File: src/ospt_pkg.sv
/*
  Constants, field layouts and types for the run-mode oscillator selector
  and crystal-to-PLL translation block.
  Assumes a 32-bit register port with byte offsets in a 12-bit address.
*/
package ospt_pkg;

  // ---------------------------------------------------------------
  // register map
  // ---------------------------------------------------------------
  localparam int          ADDR_W        = 12;
  localparam int          DATA_W        = 32;
  localparam logic [11:0] RUN_CFG_OFS   = 12'h060;
  localparam logic [11:0] TRANS_OFS     = 12'h064;

  // ---------------------------------------------------------------
  // run clock configuration fields
  // ---------------------------------------------------------------
  localparam int MOSC_DIS_BIT   = 0;
  localparam int INTERNAL_OSC_DIS_BIT   = 1;
  localparam int OSC_SEL_LSB    = 4;
  localparam int OSC_SEL_MSB    = 5;
  localparam int CRYSTAL_FREQ_CODE_LSB       = 6;
  localparam int CRYSTAL_FREQ_CODE_MSB       = 9;
  localparam int BYPASS_BIT     = 11;

  localparam logic       MOSC_DIS_RST = 1'h1;
  localparam logic       INTERNAL_OSC_DIS_RST = 1'h0;
  localparam logic       BYPASS_RST   = 1'h1;
  localparam logic [3:0] CRYSTAL_FREQ_CODE_RST     = 4'hb;

  typedef enum logic [1:0] {
    OSPT_SRC_MAIN     = 2'h0,
    OSPT_SRC_INT      = 2'h1,
    OSPT_SRC_INT_DIV4 = 2'h2,
    OSPT_SRC_RSVD     = 2'h3
  } ospt_osc_src_t;

  localparam ospt_osc_src_t OSC_SEL_RST = OSPT_SRC_INT;

  // ---------------------------------------------------------------
  // translation fields
  // ---------------------------------------------------------------
  localparam int TR_R_LSB  = 0;
  localparam int TR_R_MSB  = 4;
  localparam int TR_F_LSB  = 5;
  localparam int TR_F_MSB  = 13;
  localparam int TR_OD_LSB = 14;
  localparam int TR_OD_MSB = 15;
  localparam int TR_W      = 16;

  // output divide encodings
  localparam logic [1:0] OD_DIV1 = 2'h0;
  localparam logic [1:0] OD_DIV2 = 2'h1;
  localparam logic [1:0] OD_DIV4 = 2'h2;
  localparam logic [1:0] OD_RSVD = 2'h3;

  typedef struct packed {
    logic [1:0] od;
    logic [8:0] f;
    logic [4:0] r;
  } ospt_trans_t;

  // safe default for codes that cannot feed the PLL: zero feedback, so the PLL output is zero
  localparam ospt_trans_t TRANS_SAFE = '{od: OD_DIV1, f: 9'h000, r: 5'h00};

  // every usable code targets a 400 MHz VCO, halved at the output
  localparam ospt_trans_t TRANS_LUT [16] = '{
    TRANS_SAFE, TRANS_SAFE, TRANS_SAFE, TRANS_SAFE,
    '{od: OD_DIV2, f: 9'h1bf, r: 5'h03},
    '{od: OD_DIV2, f: 9'h1b2, r: 5'h03},
    '{od: OD_DIV2, f: 9'h190, r: 5'h03},
    '{od: OD_DIV2, f: 9'h187, r: 5'h03},
    '{od: OD_DIV2, f: 9'h197, r: 5'h04},
    '{od: OD_DIV2, f: 9'h190, r: 5'h04},
    '{od: OD_DIV2, f: 9'h187, r: 5'h04},
    '{od: OD_DIV2, f: 9'h190, r: 5'h05},
    '{od: OD_DIV2, f: 9'h187, r: 5'h05},
    '{od: OD_DIV2, f: 9'h17c, r: 5'h06},
    '{od: OD_DIV2, f: 9'h190, r: 5'h07},
    '{od: OD_DIV2, f: 9'h187, r: 5'h07}
  };

  localparam ospt_trans_t TRANS_RST = TRANS_LUT[CRYSTAL_FREQ_CODE_RST];

endpackage
File: src/ospt_clk_cfg.sv
/*
  Run-mode clock configuration: oscillator source select, oscillator
  disables, PLL bypass select and the read-only crystal translation
  register that drives the PLL multiplier, reference and output divide.
  Assumes a single-cycle register port on mclk and an analog PLL and
  oscillator set that take these levels directly.
*/
// Overview of operation
// - a two-bit oscillator source field at bits 5:4 resets to internal and picks main, internal or internal/4.
// - bit 1 disables the internal oscillator when set and resets to zero.
// - bit 0 disables the main oscillator, resets to one, and a zero enables it.
// - reserved bits read zero and software keeps them across read-modify-write.
// - the translation register is loaded at reset and refreshed whenever the crystal code changes.
// - the PLL runs at oscillator times feedback over reference plus one.
// - the output divide at bits 15:14 goes to the PLL as divide by one, two or four.
// - the nine-bit feedback at bits 13:5 drives the PLL multiplier input.
// - the five-bit reference at bits 4:0 drives the PLL reference input.
// - the translation register at 0x064 is read-only and follows the crystal code.
// - a four-bit crystal code at bits 9:6 resets to 0xb and steers the translation lookup.
// - with bypass set the system clock is the oscillator source, else the divided PLL output.
`timescale 1ns/1ps
module ospt_clk_cfg (
  // clock, reset, enable
  input  wire logic                        mclk,
  input  wire logic                        srst,
  input  wire logic                        ce,
  // register port
  input  wire logic [ospt_pkg::ADDR_W-1:0] reg_addr,
  input  wire logic [ospt_pkg::DATA_W-1:0] reg_wdata,
  input  wire logic                        reg_wr,
  input  wire logic                        reg_rd,
  output logic      [ospt_pkg::DATA_W-1:0] reg_rdata,
  // oscillator controls
  output logic      [1:0]                  osc_input_select,
  output logic                             internal_osc_disable,
  output logic                             main_osc_disable,
  output logic                             sysclk_bypass,
  // PLL inputs
  output logic      [1:0]                  pll_output_divide,
  output logic      [8:0]                  pll_feedback,
  output logic      [4:0]                  pll_reference
);

  // ---------------------------------------------------------------
  // state
  // ---------------------------------------------------------------
  logic [1:0]                  osc_sel_r;
  logic [1:0]                  osc_sel_nxt;
  logic                        internal_osc_dis_r;
  logic                        mosc_dis_r;
  logic                        bypass_r;
  logic [3:0]                  crystal_freq_code_r;
  ospt_pkg::ospt_trans_t       trans_r;
  ospt_pkg::ospt_trans_t       trans_nxt;
  logic [ospt_pkg::DATA_W-1:0] rdata_r;
  logic [ospt_pkg::DATA_W-1:0] rdata_nxt;

  // ---------------------------------------------------------------
  // address decode
  // ---------------------------------------------------------------
  wire logic hit_cfg   = (reg_addr == ospt_pkg::RUN_CFG_OFS);
  wire logic hit_trans = (reg_addr == ospt_pkg::TRANS_OFS);
  wire logic wr_cfg    = reg_wr & hit_cfg;
  // writes aimed at the translation register fall through untaken
  wire logic [1:0] wr_osc = reg_wdata[ospt_pkg::OSC_SEL_MSB:ospt_pkg::OSC_SEL_LSB];

  // a reserved source code keeps the previous selection
  assign osc_sel_nxt = (wr_osc == ospt_pkg::OSPT_SRC_RSVD) ? osc_sel_r : wr_osc;

  // ---------------------------------------------------------------
  // configuration register
  // ---------------------------------------------------------------
  always_ff @(posedge mclk) begin
    if (srst) begin
      osc_sel_r  <= ospt_pkg::OSC_SEL_RST;
      internal_osc_dis_r <= ospt_pkg::INTERNAL_OSC_DIS_RST;
      mosc_dis_r <= ospt_pkg::MOSC_DIS_RST;
      bypass_r   <= ospt_pkg::BYPASS_RST;
      crystal_freq_code_r     <= ospt_pkg::CRYSTAL_FREQ_CODE_RST;
    end else if (ce && wr_cfg) begin
      osc_sel_r  <= osc_sel_nxt;
      internal_osc_dis_r <= reg_wdata[ospt_pkg::INTERNAL_OSC_DIS_BIT];
      mosc_dis_r <= reg_wdata[ospt_pkg::MOSC_DIS_BIT];
      bypass_r   <= reg_wdata[ospt_pkg::BYPASS_BIT];
      crystal_freq_code_r     <= reg_wdata[ospt_pkg::CRYSTAL_FREQ_CODE_MSB:ospt_pkg::CRYSTAL_FREQ_CODE_LSB];
    end
  end

  // ---------------------------------------------------------------
  // crystal translation
  // ---------------------------------------------------------------
  ospt_crystal_freq_code_lut u_lut (
    .crystal_freq_code_code (crystal_freq_code_r),
    .trans     (trans_nxt)
  );

  // tracking every cycle with ce high covers any change of code at the next edge with ce high
  always_ff @(posedge mclk) begin
    if (srst) begin
      trans_r <= ospt_pkg::TRANS_RST;
    end else if (ce) begin
      trans_r <= trans_nxt;
    end
  end

  // ---------------------------------------------------------------
  // read path
  // ---------------------------------------------------------------
  wire logic [ospt_pkg::DATA_W-1:0] cfg_word;
  wire logic [ospt_pkg::DATA_W-1:0] trans_word;

  // every unlisted bit, reserved ones included, reads zero
  assign cfg_word = {
    20'h00000,
    bypass_r,
    1'h0,
    crystal_freq_code_r,
    osc_sel_r,
    2'h0,
    internal_osc_dis_r,
    mosc_dis_r
  };
  assign trans_word = {16'h0000, trans_r};

  assign rdata_nxt = !reg_rd   ? '0 :
                     hit_cfg   ? cfg_word :
                     hit_trans ? trans_word : '0;

  always_ff @(posedge mclk) begin
    if (srst) begin
      rdata_r <= '0;
    end else if (ce) begin
      rdata_r <= rdata_nxt;
    end
  end

  // ---------------------------------------------------------------
  // outputs
  // ---------------------------------------------------------------
  assign reg_rdata            = rdata_r;
  assign osc_input_select     = osc_sel_r;
  assign internal_osc_disable = internal_osc_dis_r;
  assign main_osc_disable     = mosc_dis_r;
  // only a select: the glitch-free clock switch lives with the clock tree
  assign sysclk_bypass        = bypass_r;
  // the PLL forms osc * f / (r + 1) from these levels
  assign pll_output_divide    = trans_r.od;
  assign pll_feedback         = trans_r.f;
  assign pll_reference        = trans_r.r;

endmodule // ospt_clk_cfg

File: src/ospt_crystal_freq_code_lut.sv
/*
  Combinational crystal-code to PLL setting lookup.
  Assumes the caller registers the result.
*/
`timescale 1ns/1ps
module ospt_crystal_freq_code_lut (
  // crystal code in
  input  wire logic [3:0]           crystal_freq_code_code,
  // PLL settings out
  output ospt_pkg::ospt_trans_t     trans
);

  ospt_pkg::ospt_trans_t raw;

  assign raw   = ospt_pkg::TRANS_LUT[crystal_freq_code_code];
  // the reserved divide code never leaves this module
  assign trans = (raw.od == ospt_pkg::OD_RSVD) ? ospt_pkg::TRANS_SAFE : raw;

endmodule // ospt_crystal_freq_code_lut

File: config.mk
export PLATFORM = sky130hd
export DESIGN_NAME = ospt_clk_cfg
export DESIGN_NICKNAME = d
export VERILOG_FILES = /design/src/ospt_pkg.sv /design/src/ospt_clk_cfg.sv /design/src/ospt_crystal_freq_code_lut.sv
export SDC_FILE = /design/constraint.sdc
export NUM_CORES = 1
export LEC_CHECK = 0
export ABC_AREA = 1
export BUFFER_PORTS_ARGS = -buffer_cell sky130_fd_sc_hd__buf_2
export CORE_MARGIN = 4
export CORE_UTILIZATION = 35
export DETAILED_ROUTE_END_ITERATION = 7
export PLACE_DENSITY = 0.69
export SYNTH_ARGS = -nofsm -noshare
export SYNTH_HDL_FRONTEND = slang
export SYNTH_SLANG_ARGS = --single-unit
File: constraint.sdc
create_clock -name mclk -period 1.4 [get_ports mclk]
set_input_delay 0 -clock mclk [delete_from_list [all_inputs] [get_ports mclk]]
set_output_delay 0 -clock mclk [all_outputs]
set_load 0.03 [all_outputs]
==> impl_results.md <==
- Fin crit share: 0.930
- CP startpoint kind: flip-flop
- Post-DP HPWL: 3.33 mm
- WP data arrival: 1.46 ns
- Nets@finish: between 300 and 400
- Worst VDD drop: 0.566 mV
- Clock root cell: clkbuf_8
- Final Wtd Congestion: about 0.85
- Slew HR: 0.663
- Clock H-tree levels: 2
- Fmax: ~770 MHz
- DP Cell Count: 374
- Max Fanout on Critical Path: 3
- IO buf count: 57
- CP max-delay cell: dfxtp_2
- Fin Clk Skew: 0.00889 ns
- Setup bufs post-CTS: 0
- Maximum number of pins on one net before global-route repair: 22
- Hold slack: 0.0435 ns
- Pre-CTS setup slack: 0.0249 ns
- DRT antenna net count: 0
- Skew-Pair Late Insertion Delay: around 0.28 ns
- Power per cell area: 873 mW/mm^2
- Leak: 1.14 nW
- Post-synth EDFFs: 0
- Worst Setup EP: pll_feedback[4]$_SDFFE_PP1P_
- Synth unique cells: 23
- # diodes: 0
- WL per Instance: 11.3 um
- Post-route minimum period: 1.30 ns
- Post-Layout Cell Count: 390
- Syn avg cell area: 7.08 sq um
- Top FF cell, synth: dfxtp_1
- Post-layout util: 0.473
- Mapped Area: around 0.0018 sq mm
- CTS tree: done
- Initial DRC count: ~130
- Antenna violations before repair: 0
- IO Pins: 102
- Power Total: between 1.5 and 2 mW
- Router iterations before antenna repair: 4
- Initial Util: 0.369
- Area delta synth->final: 28.2%
- RSZ-0062 raised after global routing: no
- Total of max-cap violations: 0
- Status: complete, no violations
- Cell Rows: 25
- CTS sink cnt: 34
- Tightest Pin Transition: 0.505 ns
- Total Routing Usage GR: 0.139
- Chip Height: between 70 and 80 um
- Worst setup startpoint: crystal_freq_code_r[0]$_SDFFE_PP1P_
- Core area: 0.00482 sq mm
- Finished Cell Area: 0.00228 sq mm
- Worst-path clk slew: roughly 0.07 ns
- Share of cells above drive strength 1: 0.257
- Crit end category: flip-flop
- Post-route DRC: 0
- Cell depth of the worst flop-to-flop path: 8
- Syn Inst Count: 251
- Congestion Overflow GR: 0
- Die area: 0.00628 sq mm
- Final setup fails: 0
- Post-synthesis async set-or-reset flop share: 0
- Worst r2r src: crystal_freq_code_r[0]$_SDFFE_PP1P_
- Crit-path max cell delay: ~0.33 ns
- WS Path Type: reg2reg
- Worst-case clock buffer depth: 2
- Slew Limit Fails: 0
- Hold Crit Class: in2reg
- Vias in the first global route: between 1.5k and 2k
- Setup TNS: 0 ns
- Share of the yosys chip area belonging to registers: 0.383
- Overall die width: 79.3 um
- Critical Path RT: 1.56 ns
- Final hold violation count: 0
- Setup ws final: 0.0979 ns
- Vias: 1,726
- CP dominant cell by count: nand2_1
- #FFs+latches synth: 34
- Setup slack, reg-to-reg: between 0.09 and 0.1 ns
- Post-Route WL: 4.40 mm
- Placed Instance Area: 0.00210 sq mm
- Vias per inst: 4.43
- CP Cell Sequence: inv_1 -> ha_1 -> inv_2 -> nand2_1 -> o211ai_1 -> o311ai_1 -> o21ai_1 -> nand2_1
- Total CTS buffers: 5
- R2r endpoint: pll_feedback[4]$_SDFFE_PP1P_
- Ys Warns: 0
- First-pass GRT wire length: 7.01 mm
==> worst min path at each step <==
| stage | startpoint | depth (start not counted) | endpoint |
|---|---|---|---|
| 3_5_place_dp | reg_wdata[0] | 3 | main_osc_disable$_SDFFE_PP1P_ |
| 4_1_cts | reg_wdata[5] | 5 | osc_input_select[1]$_SDFFE_PP0P_ |
| 3_3_place_gp | reg_wdata[0] | 3 | main_osc_disable$_SDFFE_PP1P_ |
| 5_1_grt | reg_wdata[5] | 5 | osc_input_select[1]$_SDFFE_PP0P_ |
| 6_report | reg_wdata[5] | 5 | osc_input_select[1]$_SDFFE_PP0P_ |
| 2_1_floorplan | reg_wdata[0] | 2 | main_osc_disable$_SDFFE_PP1P_ |
==> metal layers <==
metal	global-route usage	up-vias	share of wire
met5	0	-	0
met4	0.0344	0	0.0077
met3	0.0408	4	0.079
met2	0.232	55	0.46
met1	0.176	768	0.45
li1	-	899	-
==> cells by family (layout without fill, tap and decap cells) <==
logic type / Yosys count / in the layout / share of synthesized area
other: 1 / 21 / 0.00211
AND/OR/NAND/NOR: 101 / 101 / 0.246
adder cells (fa/ha/maj): 5 / 5 / 0.0352
AO/OA/AOI/OAI: 46 / 46 / 0.142
flip-flops: 34 / 34 / 0.383
buffers and inverters: 64 / 116 / 0.191
==> report_power, final <==
group / internal (mW) / switching [mW]
Clock: 0.397 / 0.346
Combinational: 0.0768 / 0.182
Sequential: 0.978 / 0.00878
Total: 1.45 / 0.537
==> cell type report <==
cell class / count / area, sq um
tap: 67 / 83.8
sequential: 34 / 682
clock inverter: 1 / 5.00
clock buffer: 7 / 86.3
timing repair buffer: 78 / 475
multi-input combinational: 173 / 832
inverter: 30 / 113
fill: 505 / 2540
==> cells in the final DEF, fill, tap and decap left out, types with 2 or more instances in the layout <==
master and instances:
conb_1 21, a21oi_1 21, o21ai_0 12, nand2_1 60
o211ai_1 5, dlygate4sd3_1 8, a31oi_1 3, nand3_1 19
inv_1 28, dfxtp_1 33, nand4_1 2, buf_4 12
ha_1 5, buf_2 57, clkbuf_8 6, nor2_4 3
nor2_1 16, o21ai_1 3
==> registers in the layout, indices dropped and copies added (netlist names) <==
name                  count
reg_rdata                13
pll_feedback              9
crystal_freq_code_r       4
pll_reference             3
osc_input_select          2
internal_osc_disable      1
main_osc_disable          1
sysclk_bypass             1
==> worst max-delay path, delay by kind of cell, from the launching register on <==
family | cells | cell delay [ns]
DFF | 1 | 0.33
buffers and inverters | 2 | 0.12
adders and majority gates | 1 | 0.30
AOI/OAI and AO/OA | 3 | 0.33
and+or+nand+nor | 2 | 0.10
==> what timing repair did <==
item,in CTS,in global routing
endpoints found under the hold margin,8,0
hold buffers,8,0
resized for setup,0,4
setup endpoints to repair,0,1
==> Yosys cell counts (2+ instances only) <==
| cell type | n | area, sq um |
|---|---|---|
| dfxtp_1 | 34 | 681 |
| nand4_1 | 2 | 12.5 |
| clkbuf_1 | 5 | 18.8 |
| ha_1 | 5 | 62.6 |
| buf_2 | 4 | 20.0 |
| nand2_1 | 60 | 225 |
| o21ai_0 | 13 | 65.1 |
| a31oi_1 | 3 | 18.8 |
| o21ai_1 | 2 | 10.0 |
| nor2_4 | 3 | 33.8 |
| nor2_1 | 16 | 60.1 |
| inv_1 | 29 | 109 |
| o211ai_1 | 5 | 37.5 |
| a21oi_1 | 21 | 105 |
| buf_4 | 23 | 173 |
| nand3_1 | 19 | 95.1 |
No activity file was read; power rests on OpenSTA's default activity.
